===== config.mk =====
export PLATFORM = sky130hd
export DESIGN_NAME = rcore_core
export DESIGN_NICKNAME = d
export VERILOG_FILES = /design/src/hw/rcore_word_reg.v /design/src/hw/rcore_core.v
export VERILOG_INCLUDE_DIRS = /design/src /design/src/hw
export SDC_FILE = /design/constraint.sdc
export NUM_CORES = 1
export LEC_CHECK = 0
export ABC_AREA = 1
export BUFFER_PORTS_ARGS = -buffer_cell sky130_fd_sc_hd__buf_4
export CAP_MARGIN = 25
export CORE_MARGIN = 2
export CORE_UTILIZATION = 41
export DETAILED_ROUTE_END_ITERATION = 12
export GPL_TIMING_DRIVEN = 0
export PLACE_DENSITY = 0.61
export SYNTH_ARGS = -nofsm -noshare
export SYNTH_HDL_FRONTEND = slang
export SYNTH_HIERARCHICAL = 1
export SYNTH_SLANG_ARGS = --single-unit

===== constraint.sdc =====
create_clock -name clock -period 4 [get_ports clock]
set_input_delay 0.4 -clock clock [delete_from_list [all_inputs] [get_ports clock]]
set_output_delay 0.4 -clock clock [all_outputs]
set_load 0.02 [all_outputs]

===== src/hw/rcore_map.vh =====
`ifndef RCORE_MAP_VH
`define RCORE_MAP_VH
// Datapath
`define RCORE_WIDTH 16
`define RCORE_NREGS 16
`define RCORE_IDX_W 4
// Dedicated register indices
`define RCORE_IDX_PC 4'h0
`define RCORE_IDX_SP 4'h1
`define RCORE_IDX_STATUS 4'h2
`define RCORE_IDX_CG 4'h3
// Source addressing modes (seven)
`define RCORE_SM_REG 3'h0
`define RCORE_SM_IDX 3'h1
`define RCORE_SM_SYM 3'h2
`define RCORE_SM_ABS 3'h3
`define RCORE_SM_IND 3'h4
`define RCORE_SM_INC 3'h5
`define RCORE_SM_IMM 3'h6
// Destination addressing modes (four)
`define RCORE_DM_REG 2'h0
`define RCORE_DM_IDX 2'h1
`define RCORE_DM_SYM 2'h2
`define RCORE_DM_ABS 2'h3
// Instruction formats
`define RCORE_FMT_DUAL 2'h0
`define RCORE_FMT_SINGLE 2'h1
`define RCORE_FMT_JUMP 2'h2
`define RCORE_NUM_INSNS 51
// Constant generator selector (As field 0..3)
`define RCORE_CG_AS_W 2
// Reset values
`define RCORE_RST_VAL 16'h0000
// Status register field positions
`define RCORE_STATUS_C 0
`define RCORE_STATUS_Z 1
`define RCORE_STATUS_N 2
`define RCORE_STATUS_V 8
`endif


===== src/hw/rcore_word_reg.v =====
`timescale 1ns/1ps
`default_nettype none
// ****************************************
// One 16-bit storage word with byte write
// ****************************************
`include "rcore_map.vh"
module rcore_word_reg (
  // Clock and reset
  input wire clock,
  input wire rst_n,
  input wire clk_en,
  // Write side
  input wire wr_en,
  input wire wr_byte,
  input wire [15:0] wr_data,
  // Stored word
  output reg [15:0] q
);
  always @(posedge clock or negedge rst_n)
  begin
    if (!rst_n)
      q <= `RCORE_RST_VAL;
    else if (clk_en && wr_en)
    begin
      if (wr_byte)
        q <= {8'h00, wr_data[7:0]};
      else
        q <= wr_data;
    end
  end
endmodule // rcore_word_reg
`default_nettype wire


===== src/hw/rcore_core.v =====
`timescale 1ns/1ps
`default_nettype none
`include "rcore_map.vh"
// Behaviour
// - Datapath, registers and word operands are all sixteen bits wide.
// - Sixteen registers, indices 0..15; indices 4..15 are plain storage.
// - Indices 0..3 are program counter, stack pointer, status, constant generator.
// - Register-to-register operation completes in one clock cycle.
// - All non-flow operations run as register operations via addressing modes.
// - Seven source addressing modes, four destination addressing modes.
// - Fifty-one instructions in three encoding formats share the addressing modes.
// - Every operation takes word or byte operand; byte uses low eight bits.
// - Peripherals share data, address, control buses; outside jump format, any mode other than register, immediate or constant reaches them.
module rcore_core (
  // Clock and reset
  input wire clock,
  input wire rst_n,
  input wire clk_en,
  // Operation request
  input wire op_valid,
  input wire [1:0] op_fmt,
  input wire [5:0] op_code,
  input wire op_byte,
  input wire [3:0] src_idx,
  input wire [2:0] src_mode,
  input wire [3:0] dst_idx,
  input wire [1:0] dst_mode,
  input wire [15:0] op_ext_src,
  input wire [15:0] op_ext_dst,
  input wire [15:0] alu_result,
  input wire [15:0] status_in,
  input wire status_wr,
  // Operand outputs
  output reg [15:0] src_operand,
  output reg [15:0] dst_operand,
  output wire op_done,
  output wire op_illegal,
  // Shared system bus
  output reg [15:0] bus_addr,
  output reg [15:0] bus_wdata,
  output reg bus_rd,
  output reg bus_wr,
  output reg bus_byte,
  input wire [15:0] bus_rdata,
  input wire bus_ready,
  // Register observation
  output wire [15:0] pc_value,
  output wire [15:0] sp_value,
  output wire [15:0] status_reg
);
  // ****************************************
  // Sequencer states
  // ****************************************
  localparam ST_IDLE = 2'b00;
  localparam ST_SRC = 2'b01;
  localparam ST_DRD = 2'b10;
  localparam ST_DWR = 2'b11;

  reg [1:0] state;
  reg [1:0] next_state;
  reg [3:0] lat_dst_idx;
  reg [1:0] lat_dst_mode;
  reg [15:0] lat_dst_addr;
  reg lat_byte;

  // ****************************************
  // Register array
  // ****************************************
  wire [15:0] regs [0:15];
  reg [15:0] wr_en_vec;
  reg [15:0] wr_data;
  reg wr_byte;
  genvar gi;
  generate
    for (gi = 0; gi < `RCORE_NREGS; gi = gi + 1)
    begin : g_reg
      if (gi == 3)
      begin : g_cg
        assign regs[gi] = `RCORE_RST_VAL;
      end
      else
      begin : g_word
        rcore_word_reg u_word (
          .clock(clock),
          .rst_n(rst_n),
          .clk_en(clk_en),
          .wr_en(wr_en_vec[gi]),
          .wr_byte(wr_byte),
          .wr_data(wr_data),
          .q(regs[gi])
        );
      end
    end
  endgenerate

  assign pc_value = regs[`RCORE_IDX_PC];
  assign sp_value = regs[`RCORE_IDX_SP];
  assign status_reg = regs[`RCORE_IDX_STATUS];

  // ****************************************
  // Decode and constant generation
  // ****************************************
  wire is_jump = (op_fmt == `RCORE_FMT_JUMP);
  wire bad_fmt = (op_fmt == 2'h3);
  wire bad_code = (op_code >= 6'h33);
  wire bad_smode = (src_mode == 3'h7);
  assign op_illegal = op_valid && (bad_fmt || bad_code || bad_smode);

  // Constant source: index 3 with register, indexed or indirect style modes, index 2 with indirect style modes only
  reg cg_hit;
  reg [15:0] cg_val;
  always @*
  begin
    cg_hit = 1'b0;
    cg_val = 16'h0000;
    if (src_idx == `RCORE_IDX_CG)
    begin
      cg_hit = (src_mode == `RCORE_SM_REG) || (src_mode == `RCORE_SM_IDX) ||
        (src_mode == `RCORE_SM_IND) || (src_mode == `RCORE_SM_INC);
      case (src_mode)
        `RCORE_SM_REG: cg_val = 16'h0000;
        `RCORE_SM_IDX: cg_val = 16'h0001;
        `RCORE_SM_IND: cg_val = 16'h0002;
        default: cg_val = 16'hffff;
      endcase
    end
    else if (src_idx == `RCORE_IDX_STATUS)
    begin
      cg_hit = (src_mode == `RCORE_SM_IND) || (src_mode == `RCORE_SM_INC);
      cg_val = (src_mode == `RCORE_SM_IND) ? 16'h0004 : 16'h0008;
    end
  end

  // Source address per mode
  reg [15:0] src_addr;
  reg src_mem;
  always @*
  begin
    src_mem = (src_mode >= `RCORE_SM_IDX) && (src_mode <= `RCORE_SM_INC) && !cg_hit;
    case (src_mode)
      `RCORE_SM_IDX: src_addr = regs[src_idx] + op_ext_src;
      `RCORE_SM_SYM: src_addr = regs[`RCORE_IDX_PC] + op_ext_src;
      `RCORE_SM_ABS: src_addr = op_ext_src;
      default: src_addr = regs[src_idx];
    endcase
  end

  reg [15:0] dst_addr;
  reg dst_mem;
  always @*
  begin
    dst_mem = 1'b1;
    case (dst_mode)
      `RCORE_DM_IDX: dst_addr = regs[dst_idx] + op_ext_dst;
      `RCORE_DM_SYM: dst_addr = regs[`RCORE_IDX_PC] + op_ext_dst;
      `RCORE_DM_ABS: dst_addr = op_ext_dst;
      default:
      begin
        dst_addr = 16'h0000;
        dst_mem = 1'b0;
      end
    endcase
  end

  wire [15:0] src_reg_val = cg_hit ? cg_val :
    (src_mode == `RCORE_SM_IMM) ? op_ext_src : regs[src_idx];
  wire accept = op_valid && !op_illegal && (state == ST_IDLE) && clk_en;
  wire fast = accept && !src_mem && !dst_mem && !is_jump;
  wire [15:0] bus_mask = lat_byte ? 16'h00ff : 16'hffff;

  // ****************************************
  // Sequencer
  // ****************************************
  always @*
  begin
    next_state = state;
    case (state)
      ST_IDLE:
        if (accept && !is_jump)
        begin
          if (src_mem)
            next_state = ST_SRC;
          else if (dst_mem)
            next_state = ST_DRD;
        end
      ST_SRC: if (bus_ready) next_state = lat_dst_mode != `RCORE_DM_REG ? ST_DRD : ST_IDLE;
      ST_DRD: if (bus_ready) next_state = ST_DWR;
      ST_DWR: if (bus_ready) next_state = ST_IDLE;
      default: next_state = ST_IDLE;
    endcase
  end

  assign op_done = fast || (accept && is_jump) ||
    (clk_en && state == ST_SRC && bus_ready && lat_dst_mode == `RCORE_DM_REG) ||
    (clk_en && state == ST_DWR && bus_ready);

  // Register write steering
  always @*
  begin
    wr_en_vec = 16'h0000;
    wr_data = alu_result;
    wr_byte = op_byte;
    if (fast || (state == ST_SRC && bus_ready && lat_dst_mode == `RCORE_DM_REG))
    begin
      wr_en_vec[fast ? dst_idx : lat_dst_idx] = 1'b1;
      wr_byte = fast ? op_byte : lat_byte;
    end
    else if (accept && is_jump)
    begin
      wr_en_vec[`RCORE_IDX_PC] = 1'b1;
      wr_byte = 1'b0;
    end
    else if (accept && src_mem && src_mode == `RCORE_SM_INC)
    begin
      wr_en_vec[src_idx] = 1'b1;
      wr_data = regs[src_idx] + (op_byte ? 16'h0001 : 16'h0002);
      wr_byte = 1'b0;
    end
    else if (status_wr && clk_en)
    begin
      wr_en_vec[`RCORE_IDX_STATUS] = 1'b1;
      wr_data = status_in;
      wr_byte = 1'b0;
    end
    wr_en_vec[`RCORE_IDX_CG] = 1'b0;
  end

  always @(posedge clock or negedge rst_n)
  begin
    if (!rst_n)
    begin
      state <= ST_IDLE;
      lat_dst_idx <= 4'h0;
      lat_dst_mode <= 2'h0;
      lat_dst_addr <= 16'h0000;
      lat_byte <= 1'b0;
      src_operand <= 16'h0000;
      dst_operand <= 16'h0000;
      bus_addr <= 16'h0000;
      bus_wdata <= 16'h0000;
      bus_rd <= 1'b0;
      bus_wr <= 1'b0;
      bus_byte <= 1'b0;
    end
    else if (clk_en)
    begin
      state <= next_state;
      if (accept)
      begin
        lat_dst_idx <= dst_idx;
        lat_dst_mode <= dst_mode;
        lat_dst_addr <= dst_addr;
        lat_byte <= op_byte;
        src_operand <= op_byte ? {8'h00, src_reg_val[7:0]} : src_reg_val;
        dst_operand <= op_byte ? {8'h00, regs[dst_idx][7:0]} : regs[dst_idx];
        bus_byte <= op_byte;
        if (src_mem && !is_jump)
        begin
          bus_addr <= src_addr;
          bus_rd <= 1'b1;
        end
        else if (dst_mem && !is_jump)
        begin
          bus_addr <= dst_addr;
          bus_rd <= 1'b1;
        end
      end
      else if (state == ST_SRC && bus_ready)
      begin
        src_operand <= bus_rdata & bus_mask;
        if (lat_dst_mode != `RCORE_DM_REG)
          bus_addr <= lat_dst_addr;
        else
          bus_rd <= 1'b0;
      end
      else if (state == ST_DRD && bus_ready)
      begin
        dst_operand <= bus_rdata & bus_mask;
        bus_rd <= 1'b0;
        bus_wr <= 1'b1;
        bus_wdata <= alu_result & bus_mask;
      end
      else if (state == ST_DWR && bus_ready)
        bus_wr <= 1'b0;
    end
  end
endmodule // rcore_core
`default_nettype wire


======== Word level (Yosys, flattened, before mapping) ========
Cells that the tools add are included.
storage, ports and cells
  latch bits .............................. 0
  logic and storage cells ................. 215
  register bits after elaboration ......... 331
  memory bits (read-only) ................. 0
  memory bits (writable) .................. 0
  memories ................................ 0
operators by class
  add/subtract/negate cells ............... 5
  muxes and demuxes ....................... 69
  $mul .................................... 0
  reduce and logical (&&, ||, !) cells .... 75
  bitwise gates (word level) .............. 6
  eq/ne operators ......................... 25
  $lt $le $gt $ge ......................... 9
  div/mod/pow operators ................... 0
  shift operators ......................... 0
operators by type and width
  kind                                                                                 count
  16-bit two-way mux                                                                   26
  16-bit one-hot mux with 3 select lines                                               3
  16-bit binary-select mux with 4-bit select                                           2
  16-bit adder                                                                         4
  1-bit logical AND                                                                    42
  16-bit bitwise AND                                                                   2
  1-bit two-way mux                                                                    21
  2-bit two-way mux                                                                    9
  16-bit by 2-bit adder with 16-bit output                                             1
  4-bit AND reduction                                                                  4
  15-bit two-way mux                                                                   1
  13-bit two-way mux                                                                   1
  2-bit equality test, second input constant                                           6
  3-bit equality test, second input constant                                           4
  4-bit two-way mux                                                                    3
  5-bit greater-or-equal comparator, second input constant                             2
  1-bit logical OR                                                                     10
  4-bit by 5-bit less-than comparator with 1-bit output, second input constant         2
  4-bit inverter with 5-bit output                                                     2
  2-bit nonzero test                                                                   5
  1-bit demux with 4-bit select                                                        2
  4-bit by 2-bit equality test with 1-bit output, second input constant                2
  4-bit by 1-bit greater-or-equal comparator with 1-bit output, second input constant  2
  2-bit inequality test, second input constant                                         4
  19 further kinds                                                                     29

======== Depth between registers and ports, before layout ========
  word-level depth ........................ 18
  gate-level depth with buffers ........... 27
  depth with buffers taken out ............ 25

======== Hierarchy ========
Netlist, hierarchy kept.
by module, submodules not included
  module          sequential area each (µm²)  area each (µm²)  cells an instance  times used
  rcore_core      2277.2                      11632.4          2001               1
  rcore_word_reg  400.4                       676.9            85                 15

======== Worst setup path after synthesis ========
No wires, ideal clock.
  kind .................................... input to register
  from .................................... input port dst_idx[0]
  to ...................................... register bus_addr[10]
  data arrival time ....................... 3.516 ns
  path slack .............................. 0.407 ns
  setup time .............................. 0.077 ns
  stages on the path ...................... 23
  cell sequence ........................... clkbuf_1 > clkbuf_1 > clkbuf_1 > a21oi_1 > a211oi_1 > o21ai_0 > nand2_1 > o21ai_0 > ha_1 > fa_1 > nand2_1 > nand2_1 > nand2_1 > nand2_1 > a21boi_0 > nor2_1 > o21a_1 > nand2_1 > nand2_1 > o21ai_0 > nand2_1 > a21o_1 > a21oi_1
on the way
  word-level cells in the longest chain between the ends .. 9
ends and longest elaborated chain
  what                                                    RTL line          text
  start: declaration                                      rcore_core.v:26   input wire [3:0] dst_idx,
  4-bit inverter with 5-bit output (not written as such)  rcore_core.v:154  `RCORE_DM_IDX: dst_addr = regs[dst_idx] + op_ext_dst;
  16-bit binary-select mux with 4-bit select              rcore_core.v:154
  16-bit two-way mux (not written as such) (2 in series)  rcore_core.v:154
  16-bit adder                                            rcore_core.v:154
  16-bit one-hot mux with 3 select lines                  rcore_core.v:153  case (dst_mode)
  16-bit two-way mux                                      rcore_core.v:262  else if (dst_mem && !is_jump)
  16-bit two-way mux                                      rcore_core.v:257  if (src_mem && !is_jump)
  16-bit two-way mux                                      rcore_core.v:248  if (accept)
  end signal: assignment                                  rcore_core.v:259  bus_addr <= src_addr;
  end signal: assignment                                  rcore_core.v:264  bus_addr <= dst_addr;
  end signal: assignment                                  rcore_core.v:272  bus_addr <= lat_dst_addr;
  end: declaration                                        rcore_core.v:39   output reg [15:0] bus_addr,
Every way passes these cells. The select of a mux whose other input is x is not followed.
A chain may end at the register's enable or synchronous reset.

======== Worst setup path after layout ========
  from .................................... input port dst_idx[0]
  to ...................................... register bus_addr[9]
The elaborated chain is that of the path after synthesis.

==> results.yml <==
place:
  port-buffer-count: 222
  place_hpwl_mm: 82.3
  gp_congestion: 1.10
  placedCellCount: 4198
  place_area_um2: 24600
yosys:
  yosysWarnings: 6
  yosysTopAreaCell: "dfrtp_1"
  synth_fa_ha_area_share_pct: 2.29
  synth_mux_area_share_pct: 0
  synth_top_family_by_area: "simple AND/OR/NAND/NOR gates"
  yosysTopAreaCellShare_pct: 38.0
  synth_cell_types: 50
  ys_ff_latch: 331
  yosys.area_share.simple_pct: 32.4
  async_flop_share_pct: 100
  seq_area_frac_synth_pct: 38.0
  synth_nets: 3422
  ys.flop_type: "dfrtp_1"
  synth_edf_count: 0
  syn_inst: 3276
  synth_area_um2: 21800
  synth-xor-area-share_pct: 0.121
  yosys-top-cells-area: "dfrtp_1 38%, nand2_1 22%, o21ai_0 6.1%, nor2_1 5.9%, inv_1 4.5%"
  synth_compound_area_share_pct: 18.0
  syn_avg_cell_area_um2: 6.65
route:
  drc: 0
  ant_nets: 0
  drt_pre_antenna_iters: 8
  wl_per_cell_um: 25.4
  drt_iter0_markers: 3252
  totalWireLength_mm: 109
  num_vias: 24725
  via_per_inst: 5.77
layout:
  nNetsFinal: 3714
  syn_to_final_growth_pct: 21.0
  fin_util_pct: 50.1
  drive_gt1_share_pct: 14.6
  stdcell_count: 4285
  design_area_um2: 26400
worst_setup_path:
  arrival_ns: 4.43
  criticalPathCategory: "in -> reg"
  timing.rr.start: "g_reg[0].g_word.u_word/q[10]"
  cp-end-kind: "flop"
  cp.required_ns: 4.52
  crit_chain: "buf_4 -> clkbuf_2 -> clkbuf_1 -> nor2_1 -> o221ai_1 -> a32o_1 -> nand2_1 -> o21ai_0 -> ha_1 -> nand3_1 -> nand3_1 -> inv_1 -> nor2_1 -> nor2_1 -> nor2_1 -> o21ai_0 -> or2_2 -> nand3_1 -> nand2_1 -> nand2_1 -> nand2_1 -> nand3_1 -> a21oi_1"
  cp_slowest_cell: "clkbuf_1"
  cp_top_family: "compound AO/OA/AOI/OAI gates"
  cp-startpoint: "dst_idx[0]"
  timing.critical_path.buf_inv: 4
  slowest_delay_ns: 0.66
  worstPathMaxFanout: 10
  cp-start-kind: "input pin"
sta:
  maxSlewViolCount: 0
  rsz0062_at_grt: "true"
  slew_headroom_pct: 27.4
  worst_pin_slew_ns: 1.09
  hold_viol: 0
  skew_ns: 0.0331
  finalSetupViolations: 0
  max_freq_ghz: 0.256
  period_minus_slack_ns: 3.91
  fin_crit_sh_pct: 97.7
grt:
  grtUsageTotal_pct: 39.0
  grt_max_degree: 116
  gr-total-overflow: 0
  antenna_found_initial: 0
  grt_pass1_vias: 22558
  grt_pass1_wl_mm: 155
clock_network:
  clockBufferDepth: 3
  cts_tree: "built"
  cts.htree.levels: 2
  clk_pin_slew_ns: 0.06
  clock-root-buffer: "clkbuf_16"
  cts.sinks: 331
  cts_buffers: 40
  clk_latency_ns: 0.61
power:
  leakagePower_nw: 13.7
  fin_total_pwr_mw: 15.4
  vdd_ir_drop_max_v: 0.000396
  power_density_nw_per_um2: 585
floorplanning:
  initial_core_util_pct: 41.5
  die_w_um: 235
  die_area_um2: 55000
  num_io_pins: 225
  dieHeight_um: 235
  core_area_um2: 52600
  std_cell_rows: 84
min_path:
  hp-class: "in -> reg"
  min_from: "alu_result[6]"
job:
  cap_violations: 0
outcome:
  status: "completed"
-- cells in the final DEF, fill, tap and decap left out, types with 7 or more instances in the layout --
master,n
a31oi_1,45
inv_2,10
nand2_2,22
clkbuf_2,26
o221ai_1,35
nand4_1,16
buf_4,257
clkbuf_1,59
clkinv_2,7
clkbuf_8,8
ha_1,35
o21ai_0,254
dfrtp_1,326
buf_2,41
buf_6,15
nor2_1,338
a21oi_1,109
nand3_1,108
inv_1,260
buf_16,8
o211ai_1,38
o21ai_2,10
a22oi_1,90
o22ai_1,20
clkbuf_16,40
clkinv_1,7
nand2_1,1282
inv_4,15
-- power by group --
part	switching [mW]	internal, mW
sequential	1.21	4.31
clock	1.57	2.28
combinational	3.95	2.11
total	6.73	8.70
-- worst min-delay path: cells and delay by family --
| kind | cells | cell delay, ns |
|---|---|---|
| buf+inv | 1 | 0.10 |
| simple gates | 2 | 0.10 |
-- flip-flops by register name (all words and copies together) (netlist names) --
register           flops
lat_dst_addr          16
bus_addr              16
src_operand           16
g.g_word.u_word/q    240
state                  2
lat_dst_mode           2
bus_wr                 1
dst_operand           16
bus_wdata             16
lat_dst_idx            4
lat_byte               1
bus_rd                 1
-- through the flow --
stage	setup slack (ns)	hold WS, ns	TNS, ns
after global placement	-1.95	0.462	-552.49
after detailed placement	-1.78	0.324	-153.85
final	0.0910	0.0361	0
after global routing	-0.0365	0.0381	-0.0567
after CTS	0.00187	0.0297	0
after floorplan	0.407	0.104	0
-- cell type report --
class,count,area [µm²]
antenna,3,7.51
buffer,164,930
clock buffer,53,1110
clock inverter,15,236
fill,5495,26200
inverter,294,1140
multi-input combinational,2486,11700
sequential,331,8290
tap,688,861
timing repair buffer,251,2090
-- worst paths after layout --
path / depth (start not counted) / slack (ns) / to
worst max-delay path: 23 / 0.09 / bus_addr[9]
worst min-delay path: 3 / 0.04 / bus_wdata[6]
worst max register to register: 17 / 0.12 / bus_addr[13]
worst min register to register: 2 / 0.47 / g_reg[10].g_word.u_word/q[15]
max in group asynchronous: 3 / 2.70 / g_reg[11].g_word.u_word/q[15]
min in group asynchronous: 2 / 0.30 / src_operand[4]
-- kinds of logic after synthesis --
kind of cell | Yosys count
AOI/OAI and AO/OA | 651
and+or+nand+nor | 1794
DFF | 331
adders and majority gates | 38
buffers and inverters | 459
xor gates and xnor gates | 3
-- synth_stat cells, types with 2 or more instances --
master     instances
o2111ai_1          6
o21ai_0          264
inv_2             10
o211ai_1          38
inv_1            260
a32o_1             5
clkbuf_1          91
nand2_2           18
nand3_1          108
ha_1              35
a21oi_2            3
a22o_1             3
o32ai_1            2
o21ai_2            2
buf_4             20
or2_2              6
buf_2             37
a21oi_1          113
nand3b_1           3
fa_1               3
o21ai_1            4
nor2_4             3
a21o_1             4
o22ai_1           21
a31oi_1           45
buf_6             15
a22oi_1           92
buf_1              2
nand2_1         1288
clkinv_1           9
xor2_1             2
nor3_1             5
o21bai_1           2
o221ai_1          35
nor2_1           341
dfrtp_1          331
inv_4             15
a211oi_1           8
nand4_1           16
-- metal layers --
| layer | up-vias | wire length [µm] | global-route usage, % |
|---|---|---|---|
| li1 | 11253 | - | - |
| met1 | 11669 | 43700 | 51.6 |
| met2 | 1454 | 47000 | 59.7 |
| met3 | 349 | 11100 | 8.04 |
| met4 | 0 | 7190 | 21.6 |
| met5 | - | 0 | 0 |
-- timing repair --
action / in CTS / in global routing
pin swaps: 1 / 6
hold endpoints to repair: 37 / 0
hold buffers: 1 / 0
gates resized for setup: 48 / 72
setup buffers: 2 / 13
endpoints found under the setup margin: 127 / 107
No activity file was read; power rests on OpenSTA's default activity.
